### src/pkg/sra_consts.vh
// timing and format constants for the serial sar readout block
// assumes a 40 MHz core clock; included by bare name
`ifndef SRA_CONSTS_VH
`define SRA_CONSTS_VH
`define SRA_CLK_PERIOD_PS 25000
`define SRA_RESULT_BITS 12
`define SRA_BIT_CNT_W 4
`define SRA_CONVERT_STROBE_TIME_PS 1400000
// least time, rounded up
`define SRA_CONVERT_STROBE_CYCLES ((`SRA_CONVERT_STROBE_TIME_PS + `SRA_CLK_PERIOD_PS - 1) / `SRA_CLK_PERIOD_PS)
`define SRA_CONVERT_STROBE_CNT_W 7
`define SRA_NAP_PULSES 2
`define SRA_SLEEP_PULSES 4
`define SRA_PULSE_CNT_W 3
`define SRA_PWR_ACTIVE 3'h1
`define SRA_PWR_NAP 3'h2
`define SRA_PWR_SLEEP 3'h4
`endif

### src/logic/sra_adc_ctrl.v
// digital control of a 12-bit sar converter: conversion timing,
// 3-wire serial readout and nap/sleep power states.
// assumes strobe and shift clock are asynchronous pins; analog result
// arrives on sar_code and is stable when conversion ends.
`timescale 1ns/1ps
`include "sra_consts.vh"
// Contract
// - strobe rise starts conversion timed internally; a rise in nap or sleep starts none; code starts one if a waking shift clock rise shares the cycle
// - serial output high-impedance whenever strobe is high
// - strobe fall enables output and shows msb at once
// - strobe fall puts sample-and-hold into sampling
// - each shift clock fall advances one of the remaining 11 bits
// - result is 12 bits, msb first to lsb last
// - after lsb every shift clock fall outputs zero
// - shifted bits belong to the conversion just finished
// - device naps by itself when conversion ends
// - two strobe pulses with static shift clock give nap
// - four strobe pulses with static shift clock give sleep
// - wake from nap gives accurate result within one conversion
// - one shift clock pulse wakes from nap or sleep
module sra_adc_ctrl (
    input wire core_clk,
    input wire rst_b,
    input wire convert_strobe,
    input wire shift_clk,
    input wire [`SRA_RESULT_BITS-1:0] sar_code,
    output reg serial_result_out,
    output reg serial_result_oe,
    output reg sample_mode,
    output reg converting,
    output reg result_latch,
    output reg bias_on,
    output reg ref_on,
    output reg nap_state,
    output reg sleep_state
);
    // counts held as integers, then cut to counter width on purpose
    localparam integer CONVERT_STROBE_CYCLES_INT = `SRA_CONVERT_STROBE_CYCLES;
    localparam integer NAP_PULSES_INT = `SRA_NAP_PULSES;
    localparam integer SLEEP_PULSES_INT = `SRA_SLEEP_PULSES;
    localparam [`SRA_CONVERT_STROBE_CNT_W-1:0] CONVERT_STROBE_CYCLES =
        CONVERT_STROBE_CYCLES_INT[`SRA_CONVERT_STROBE_CNT_W-1:0];
    localparam [`SRA_PULSE_CNT_W-1:0] NAP_PULSES =
        NAP_PULSES_INT[`SRA_PULSE_CNT_W-1:0];
    localparam [`SRA_PULSE_CNT_W-1:0] SLEEP_PULSES =
        SLEEP_PULSES_INT[`SRA_PULSE_CNT_W-1:0];

    // one-hot power states
    localparam [2:0] ST_ACTIVE = `SRA_PWR_ACTIVE;
    localparam [2:0] ST_NAP = `SRA_PWR_NAP;
    localparam [2:0] ST_SLEEP = `SRA_PWR_SLEEP;

    wire convert_strobe_level;
    wire convert_strobe_rise;
    wire convert_strobe_fall;
    wire sck_rise;
    wire sck_fall;
    wire shreg_bit;
    wire [`SRA_PULSE_CNT_W-1:0] pulse_next;
    wire start_now;
    wire shift_now;

    sra_sync_edge u_convert_strobe_sync (
        .core_clk(core_clk),
        .rst_b(rst_b),
        .pin_in(convert_strobe),
        .level(convert_strobe_level),
        .rise(convert_strobe_rise),
        .fall(convert_strobe_fall)
    );

    // pins sampled at the core clock: each shift clock phase must last
    // longer than one core clock, else an edge can be lost
    sra_sync_edge u_sck_sync (
        .core_clk(core_clk),
        .rst_b(rst_b),
        .pin_in(shift_clk),
        .level(),
        .rise(sck_rise),
        .fall(sck_fall)
    );

    reg [`SRA_CONVERT_STROBE_CNT_W-1:0] convert_strobe_cnt;
    reg [`SRA_PULSE_CNT_W-1:0] pulse_cnt;
    reg [2:0] pwr_state;
    reg [2:0] next_pwr_state;
    reg convert_strobe_done;
    reg reading;

    assign pulse_next = pulse_cnt + 1'b1;
    // a strobe rise in the cycle of the waking shift clock rise still
    // starts a conversion; the host may raise it just after the wake pulse
    assign start_now = convert_strobe_rise && next_pwr_state == ST_ACTIVE;
    // a shift clock fall that lands with the strobe fall still counts
    assign shift_now = sck_fall && !convert_strobe_level && (reading || convert_strobe_fall);

    // conversion timer; runs off the core clock, not the shift clock
    always @(posedge core_clk or negedge rst_b)
    begin
        if (!rst_b)
        begin
            convert_strobe_cnt <= {`SRA_CONVERT_STROBE_CNT_W{1'b0}};
            converting <= 1'b0;
            convert_strobe_done <= 1'b0;
        end
        else
        begin
            convert_strobe_done <= 1'b0;
            // rise starts conversion; a rise refused in nap or
            // sleep only counts as a power pulse
            if (start_now)
            begin
                converting <= 1'b1;
                convert_strobe_cnt <= CONVERT_STROBE_CYCLES - 1'b1;
            end
            else if (converting)
            begin
                if (convert_strobe_cnt == {`SRA_CONVERT_STROBE_CNT_W{1'b0}})
                begin
                    converting <= 1'b0;
                    convert_strobe_done <= 1'b1;
                end
                else
                    convert_strobe_cnt <= convert_strobe_cnt - 1'b1;
            end
        end
    end

    // load this conversion's code, held until next
    always @(posedge core_clk or negedge rst_b)
    begin
        if (!rst_b)
        begin
            result_latch <= 1'b0;
        end
        else
        begin
            result_latch <= convert_strobe_done;
        end
    end

    // pulses of the strobe counted while the shift clock stays static;
    // any shift clock edge breaks the run, and the count stops at four
    always @(posedge core_clk or negedge rst_b)
    begin
        if (!rst_b)
        begin
            pulse_cnt <= {`SRA_PULSE_CNT_W{1'b0}};
        end
        else if (sck_rise || sck_fall)
        begin
            pulse_cnt <= {`SRA_PULSE_CNT_W{1'b0}};
        end
        else if (convert_strobe_rise && pulse_cnt != SLEEP_PULSES)
        begin
            pulse_cnt <= pulse_next;
        end
    end

    always @*
    begin
        next_pwr_state = pwr_state;
        case (pwr_state)
            ST_ACTIVE:
            begin
                if (convert_strobe_done)
                begin
                    next_pwr_state = ST_NAP;
                end
                else if (convert_strobe_rise && pulse_next == NAP_PULSES)
                begin
                    next_pwr_state = ST_NAP;
                end
            end
            ST_NAP:
            begin
                if (sck_rise)
                begin
                    next_pwr_state = ST_ACTIVE;
                end
                else if (convert_strobe_rise && pulse_next == SLEEP_PULSES)
                begin
                    next_pwr_state = ST_SLEEP;
                end
            end
            ST_SLEEP:
            begin
                // shift clock wakes; reference needs time to recover
                if (sck_rise)
                begin
                    next_pwr_state = ST_ACTIVE;
                end
            end
            default:
            begin
                next_pwr_state = ST_ACTIVE;
            end
        endcase
    end

    always @(posedge core_clk or negedge rst_b)
    begin
        if (!rst_b)
        begin
            pwr_state <= ST_ACTIVE;
        end
        else
        begin
            pwr_state <= next_pwr_state;
        end
    end

    // reference stays up in nap; only sleep drops it
    always @(posedge core_clk or negedge rst_b)
    begin
        if (!rst_b)
        begin
            bias_on <= 1'b1;
            ref_on <= 1'b1;
            nap_state <= 1'b0;
            sleep_state <= 1'b0;
        end
        else
        begin
            case (next_pwr_state)
                ST_NAP:
                begin
                    bias_on <= 1'b1;
                    ref_on <= 1'b1;
                    nap_state <= 1'b1;
                    sleep_state <= 1'b0;
                end
                ST_SLEEP:
                begin
                    bias_on <= 1'b0;
                    ref_on <= 1'b0;
                    nap_state <= 1'b0;
                    sleep_state <= 1'b1;
                end
                default:
                begin
                    bias_on <= 1'b1;
                    ref_on <= 1'b1;
                    nap_state <= 1'b0;
                    sleep_state <= 1'b0;
                end
            endcase
        end
    end

    // readout window opens on strobe fall, closes on strobe rise
    always @(posedge core_clk or negedge rst_b)
    begin
        if (!rst_b)
        begin
            reading <= 1'b0;
        end
        else if (convert_strobe_rise)
        begin
            reading <= 1'b0;
        end
        else if (convert_strobe_fall)
        begin
            reading <= 1'b1;
        end
    end

    // advance on shift clock fall during readout
    sra_shift_out u_shift (
        .core_clk(core_clk),
        .rst_b(rst_b),
        .load(result_latch),
        .load_data(sar_code),
        .shift(shift_now),
        .bit_out(shreg_bit)
    );

    always @(posedge core_clk or negedge rst_b)
    begin
        if (!rst_b)
        begin
            serial_result_out <= 1'b0;
            serial_result_oe <= 1'b0;
            sample_mode <= 1'b1;
        end
        else
        begin
            serial_result_oe <= !convert_strobe_level;
            // held low while floating so no stale bit shows
            serial_result_out <= convert_strobe_level ? 1'b0 : shreg_bit;
            sample_mode <= !convert_strobe_level;
        end
    end
endmodule

### src/logic/sra_sync_edge.v
// two-flop synchroniser with edge detect on the second flop's output
// assumes the input comes from outside the core clock domain
`timescale 1ns/1ps
`include "sra_consts.vh"
module sra_sync_edge (
    input wire core_clk,
    input wire rst_b,
    input wire pin_in,
    output wire level,
    output wire rise,
    output wire fall
);
    reg meta;
    reg sync;
    reg prev;
    always @(posedge core_clk or negedge rst_b)
    begin
        if (!rst_b)
        begin
            meta <= 1'b0;
            sync <= 1'b0;
            prev <= 1'b0;
        end
        else
        begin
            meta <= pin_in;
            sync <= meta;
            prev <= sync;
        end
    end
    assign level = sync;
    assign rise = sync & ~prev;
    assign fall = ~sync & prev;
endmodule

### src/logic/sra_shift_out.v
// 12-bit result shift register, msb first, zero fill after lsb
// load and shift are one-cycle pulses on the core clock
`timescale 1ns/1ps
`include "sra_consts.vh"
module sra_shift_out (
    input wire core_clk,
    input wire rst_b,
    input wire load,
    input wire [`SRA_RESULT_BITS-1:0] load_data,
    input wire shift,
    output wire bit_out
);
    reg [`SRA_RESULT_BITS-1:0] shreg;
    always @(posedge core_clk or negedge rst_b)
    begin
        if (!rst_b)
            shreg <= {`SRA_RESULT_BITS{1'b0}};
        else if (load)
            shreg <= load_data;
        else if (shift)
            shreg <= {shreg[`SRA_RESULT_BITS-2:0], 1'b0};
    end
    assign bit_out = shreg[`SRA_RESULT_BITS-1];
endmodule

### config.mk
export PLATFORM = sky130hd
export DESIGN_NAME = sra_adc_ctrl
export DESIGN_NICKNAME = d
export VERILOG_FILES = /design/src/logic/sra_adc_ctrl.v /design/src/logic/sra_sync_edge.v /design/src/logic/sra_shift_out.v
export VERILOG_INCLUDE_DIRS = /design/src /design/src/pkg
export SDC_FILE = /design/constraint.sdc
export NUM_CORES = 1
export LEC_CHECK = 0
export ABC_AREA = 1
export BUFFER_PORTS_ARGS = -buffer_cell sky130_fd_sc_hd__buf_2
export CELL_PAD_IN_SITES_DETAIL_PLACEMENT = 2
export CELL_PAD_IN_SITES_GLOBAL_PLACEMENT = 2
export CORE_MARGIN = 1.5
export CORE_UTILIZATION = 31
export CTS_CLUSTER_DIAMETER = 120
export DETAILED_ROUTE_END_ITERATION = 8
export GPL_ROUTABILITY_DRIVEN = 0
export MAX_ROUTING_LAYER = met4
export PLACE_DENSITY_LB_ADDON = 0.1
export SYNTH_ARGS = -nofsm -noshare
export SYNTH_HDL_FRONTEND = slang
export SYNTH_SLANG_ARGS = --single-unit
### constraint.sdc
create_clock -name core_clk -period 1.35 [get_ports core_clk]
set_input_delay 0.0675 -clock core_clk [delete_from_list [all_inputs] [get_ports core_clk]]
set_output_delay 0.0675 -clock core_clk [all_outputs]
set_load 0.005 [all_outputs]
* After elaboration in Yosys (flattened, before gate mapping) *
Cells that the tools add are included.

storage, ports and cells
  bits in registers = 41
  latch bits = 0
  RAM bits = 0
  ROM bits = 0
  input port bits = 16
  output and inout bits = 9
  word-level logic and storage cells = 80
  memories kept = 0

operators by class
  add/subtract/negate cells = 2
  $mul = 0
  div/mod/pow operators = 0
  order comparisons = 0
  equality and inequality tests = 10
  shift-type cells = 0
  muxes and demuxes = 25
  bitwise gates (word level) = 8
  reduce and logical (&&, ||, !) cells = 15

operators by type and width
  kind                                              count
  2-to-1 mux 12 bit                                 2
  2-to-1 mux 3 bit                                  7
  2-to-1 mux 7 bit                                  3
  2-to-1 mux 1 bit                                  12
  == test 3 x 2 -> 1 bit, second input constant     3
  == test 3 bit, second input constant              3
  case mux 3 bit (3 select lines)                   1
  nonzero test 2 bit                                4
  zero test 7 bit                                   1
  subtractor 7 x 1 -> 7 bit, second input constant  1
  == test 3 x 1 -> 1 bit, second input constant     2
  logical AND 1 bit                                 6
  bitwise AND 1 bit                                 4
  inverter 1 bit                                    4
  adder 3 x 1 -> 3 bit, second input constant       1
  inequality test 3 bit, second input constant      1
  logical OR 1 bit                                  2
  inequality test 2 bit, second input constant      1
  AND reduction 2 bit                               1
  zero test 1 bit                                   1

* Depth between registers and ports, before layout *
  word-level depth = 10
  depth in mapped cells = 9
  gate-level depth less buffers = 9

* Cells and area by module *
Synthesis repeated with hierarchy kept, for this count alone.

second synthesis, totals
  cell total of the unflattened synthesis = 222
  area total of the unflattened synthesis = 1,903.1 µm²

by module, submodules not included
  module         instances  cells each  area an instance (µm²)  sequential area each (µm²)
  sra_adc_ctrl   1          143         1,173.6                 579.3
  sra_shift_out  1          65          549.3                   300.3
  sra_sync_edge  2          7           90.1                    75.1

* Least setup slack after synthesis *
No wires, ideal clock.

  path kind = register to register
  start = register pulse_cnt[0]
  end = register convert_strobe_cnt[1]
  library setup time = 0.127 ns
  arrival = 1.294 ns
  required time = 1.223 ns
  slack = -0.071 ns
  stages on the path, launching flop included = 8
  buffers on the path = 0
  clock period less this slack = 1.421 ns
  cells stage by stage = dfrtp_1 -> ha_1 -> ha_1 -> nand3_1 -> nand3b_1 -> nand3_2 -> nand2_4 -> nand3_1

on the way
  word-level cells in the longest chain between the ends = 10
  elaborated cells between the ends (all ways) = 16
  those cells by class = add/sub (1); eq/ne (4); mux (6); reduce/logical (5)

RTL lines
  element                                                                       RTL line                                text
  start, declared                                                               sra_adc_ctrl.v:84                       reg [`SRA_PULSE_CNT_W-1:0] pulse_cnt;
  start signal, assigned                                                        sra_adc_ctrl.v:148                      pulse_cnt <= {`SRA_PULSE_CNT_W{1'b0}};
  start signal, assigned                                                        sra_adc_ctrl.v:152                      pulse_cnt <= {`SRA_PULSE_CNT_W{1'b0}};
  start signal, assigned                                                        sra_adc_ctrl.v:156                      pulse_cnt <= pulse_next;
  adder 3 x 1 -> 3 bit *                                                        sra_adc_ctrl.v:90                       assign pulse_next = pulse_cnt + 1'b1;
  == test 3 bit or == test 3 x 2 -> 1 bit (tied branches)                       sra_adc_ctrl.v:181, sra_adc_ctrl.v:170
  logical AND 1 bit, on equally long branches                                   sra_adc_ctrl.v:181, sra_adc_ctrl.v:170
  2-to-1 mux 3 bit, on equally long branches                                    sra_adc_ctrl.v:181, sra_adc_ctrl.v:170
  2-to-1 mux 3 bit, on equally long branches                                    sra_adc_ctrl.v:177, sra_adc_ctrl.v:166
  case mux 3 bit (3 select lines) *                                             sra_adc_ctrl.v:163                      case (pwr_state)
  named net next_pwr_state[0]                                                   sra_adc_ctrl.v:86                       reg [2:0] next_pwr_state;
  == test 3 x 1 -> 1 bit *                                                      sra_adc_ctrl.v:93                       assign start_now = convert_strobe_rise && next_pwr_state == ST_ACTIVE;
  logical AND 1 bit *                                                           sra_adc_ctrl.v:93
  inequality test 2 bit (no source line) or nonzero test 2 bit (tied branches)  -
  AND reduction 2 bit (no source line)                                          -
  end signal, assigned                                                          sra_adc_ctrl.v:102                      convert_strobe_cnt <= {`SRA_CONVERT_STROBE_CNT_W{1'b0}};
  end signal, assigned                                                          sra_adc_ctrl.v:114                      convert_strobe_cnt <= CONVERT_STROBE_CYCLES - 1'b1;
  end signal, assigned                                                          sra_adc_ctrl.v:124                      convert_strobe_cnt <= convert_strobe_cnt - 1'b1;
  end, declared                                                                 sra_adc_ctrl.v:83                       reg [`SRA_CONVERT_STROBE_CNT_W-1:0] convert_strobe_cnt;

Mark *: on every way through the listed nets, which the timed path passes. The rest lies on a longest branch.
A chain may end at the register's enable or synchronous reset.

* Final worst setup path *
  start = register pulse_cnt[0]
  end = register pulse_cnt[2]

on the way
  word-level cells in the longest chain between the ends = 3
  elaborated cells between the ends (all ways) = 6
  those cells by class = add/sub (1); eq/ne (1); mux (2); reduce/logical (2)

RTL lines
  element                                                        RTL line                               text
  adder 3 x 1 -> 3 bit or inequality test 3 bit (tied branches)  sra_adc_ctrl.v:90, sra_adc_ctrl.v:154
  2-to-1 mux 3 bit or logical AND 1 bit (tied branches)          sra_adc_ctrl.v:154                     else if (convert_strobe_rise && pulse_cnt != SLEEP_PULSES)
  2-to-1 mux 3 bit or nonzero test 2 bit (tied branches)         -

Parallel ways exist; a longest one is shown, timed or not. The select of a mux whose other input is x is not followed.

==> results.md <==
- Cell-internal power: 2760 uW
- Hold Crit Depth: 3
- Final count of pins violating max slew: 0
- Share of the synthesized area in the top cell type: 0.503
- Cell variety after synth: 24
- Combinational power share: 0.278
- Worst reg2reg setup slack: -0.18 ns
- WHS Endpoint: u_shift.shreg[10]
- Synth Register Bits: 41
- P_sw: 1290 uW
- Final core occ: 0.451
- FP Rows: 28
- # setup viols final: 12
- Largest net degree at the start of global routing: 42
- Rel. slew slack: 0.637
- Crit start category: flop
- Register area share after synthesis: 0.545
- FF-to-FF Start: pulse_cnt[0]
- Core area: 5920 um2
- Max cap viols: 0
- N_diodes: 0
- Register-to-Register Path Depth: 10
- Synth warn: 0
- Sequential Power Share: 0.427
- Die width: 81.1 um
- Max VDD drop: 0.000608 V
- Total CTS buffers: 5
- Hold_sp: sar_code[10]
- Synthesized instance count: 208
- Synth top area cells: dfrtp_1 (50%), nand2_1 (10%), nand3_1 (9.8%)
- Critical Setup Path Class: flop to flop
- Area Growth Syn to Fin: 41.3%
- Synthesized cell area: 1890 um2
- Vias in the first global route: 1792
- Crit-path max FO: 3
- Final antenna-violating net count: 0
- Via count: 1619
- TritonCTS clock tree: done
- Failing checks: setup timing
- Grt ovf: 0
- 1st-iter DRT viols: 48
- Detail Placement HPWL: 3610 um
- Layout fillers: 625
- HP Class: primary input to flop
- First-pass GRT wire length: 8380 um
- Leak Pwr: 0.00131 uW
- Worst slew pin tran: 0.545 ns
- Worst-path clk slew: 0.09 ns
- DR pass1 iterations: 4
- Initial antenna violation count: 0
- Layout cells sized above 1: 0.452
- Switching share of total power: 0.318
- Post-Syn Area per Cell: 9.09 um2
- Capturing point of the worst reg2reg path: pulse_cnt[2]
- Wire per inst: 16.3 um
- Critical Path RT: 1.57 ns
- CTS max path bufs: 2
- Non-Filler Instances: 334
- WL final: 5450 um
- Number of H-tree levels: 2
- Via-to-Cell Ratio: 4.85
- Clock power frac: 0.296
- Post-DP Area: 2180 um2
- Fin area: 2670 um2
- IO Port Bufs: 24
- Crit end category: flop
- GR Util All Layers: 0.174
- Final min period: 1.53 ns
- Pre-CTS setup slack: -0.158 ns
- Die ar.: 6580 um2
- DRC: 0
- Area leader, netlist: dfrtp_1
- WP data arrival: 1.75 ns
- # clock sinks: 41
- IO Pins: 25
- Setup ws final: -0.185 ns
- Register area: 1030 um2
- RSZ-0062 raised after global routing: true
- Initial Util: 0.319
- Clock Root Buffer: clkbuf_8
- Final hold vios: 0
- Multi-input logic area: 987 um2
- Die height: 81.1 um
- Max Fclk: 652 MHz
- Final Cycle Share: 1.14
- Final nets: 284
- Worst-Skew Late Latency: 0.29 ns
- Pwr per Cell Area: 1510 nW/um2
- Final TNS setup: -1.43 ns
- Dpl cells: 313
- Clock Skews: 0.0102 ns
- Synth Net Count: 234
- Outcome: finished with violations
## cells in the mapped netlist, drive strengths merged
master,instances
a21oi,2
and2,2
dfrtp,38
ha,10
nand2,56
nor2,15
o32ai,2
or2,1
clkbuf,2
nand4,4
o21ai,4
nand3,38
dfstp,3
xor2,1
inv,23
buf,4
nand3b,3
## metrics by stage
step           hold slack [ns]  total power (uW)
3_3_place_gp             0.163              2520
3_5_place_dp             0.176              2630
6_report              0.000975              4040
4_1_cts                0.00174              3900
2_1_floorplan           -0.228              2250
5_1_grt                0.00247              4320
## cell families after synthesis
| logic type | share of synthesized area |
|---|---|
| simple gates | 0.296 |
| flops | 0.545 |
| buf+inv | 0.0629 |
| fa+ha+maj | 0.0662 |
| compound gates | 0.0252 |
| xor+xnor | 0.00463 |
## worst max-delay path by stage
stage / start / end / slack [ns] / cells past startpoint
after CTS: pulse_cnt[0] / convert_strobe_cnt[2] / -0.14 / 7
after global routing: pulse_cnt[0] / pulse_cnt[2] / -0.25 / 10
after floorplan: pulse_cnt[0] / convert_strobe_cnt[1] / -0.02 / 7
after detailed placement: pulse_cnt[1] / convert_strobe_cnt[5] / -0.16 / 7
after global placement: pulse_cnt[1] / convert_strobe_cnt[4] / -0.07 / 7
final: pulse_cnt[0] / pulse_cnt[2] / -0.18 / 10
## power by group through the flow
stage,Combinational [uW],Clock (uW),Sequential (uW)
5_1_grt,1270,1280,1760
6_report,1120,1200,1730
3_5_place_dp,937,0,1700
4_1_cts,1010,1210,1690
2_1_floorplan,601,0,1650
3_3_place_gp,842,0,1670
## worst max-delay path: stages, from the launching register on
cell and delay, ns:
dfrtp_1 0.42, buf_4 0.15, buf_4 0.14, inv_4 0.05, ha_2 0.17, nand2_2 0.06, nand2_2 0.10, inv_2 0.07
nand2_1 0.08, nand2_1 0.08, a21oi_1 0.15
## metal layers
layer | up-vias | track usage | routed length, um
met2 | 17 | 0.319 | 2940
met3 | 4 | 0.0281 | 87
met4 | 0 | 0.0534 | 33
li1 | 767 | - | -
met1 | 831 | 0.192 | 2390
met5 | - | - | 0
## what timing repair did
| item | 4_1_cts | 5_1_grt |
|---|---|---|
| setup endpoints to repair | 21 | 28 |
| gates cloned | 0 | 1 |
| pin swaps | 7 | 5 |
| endpoints found under the hold margin | 43 | 0 |
| setup buffers | 2 | 4 |
| resized for setup | 13 | 53 |
| hold buffers | 6 | 0 |
## state kept, by name, summed over array words and instances (netlist names), 3 cells and up
name,cells
pwr_state,3
convert_strobe_cnt,7
u_shift.shreg,12
pulse_cnt,3
## cell usage in the layout, fill, tap and decap left out, types with 2 or more instances in the layout
master,n
dfrtp_1,37
ha_1,2
inv_1,15
dlygate4sd3_1,6
dfstp_2,3
nand2_1,37
buf_2,24
nand2_4,6
nand2_2,13
clkbuf_8,5
a21oi_1,2
nand3_1,21
nor2_2,5
ha_4,5
nand3_2,17
nor2_4,3
o32ai_1,2
and2_1,2
nor2_1,7
buf_4,16
nand3b_1,3
inv_2,6
o21ai_0,2
nand4_1,4
inv_4,2
buf_6,3
ha_2,3
bufinv_16,2
## cell type report
class | instances | area share
Tap cell | 75 | 0.0351
Timing Repair Buffer | 49 | 0.125
Clock buffer | 5 | 0.0258
Clock inverter | 3 | 0.0244
Sequential cell | 41 | 0.386
Inverter | 23 | 0.0342
Multi-Input combinational cell | 138 | 0.370
No activity file was read; power rests on OpenSTA's default activity.
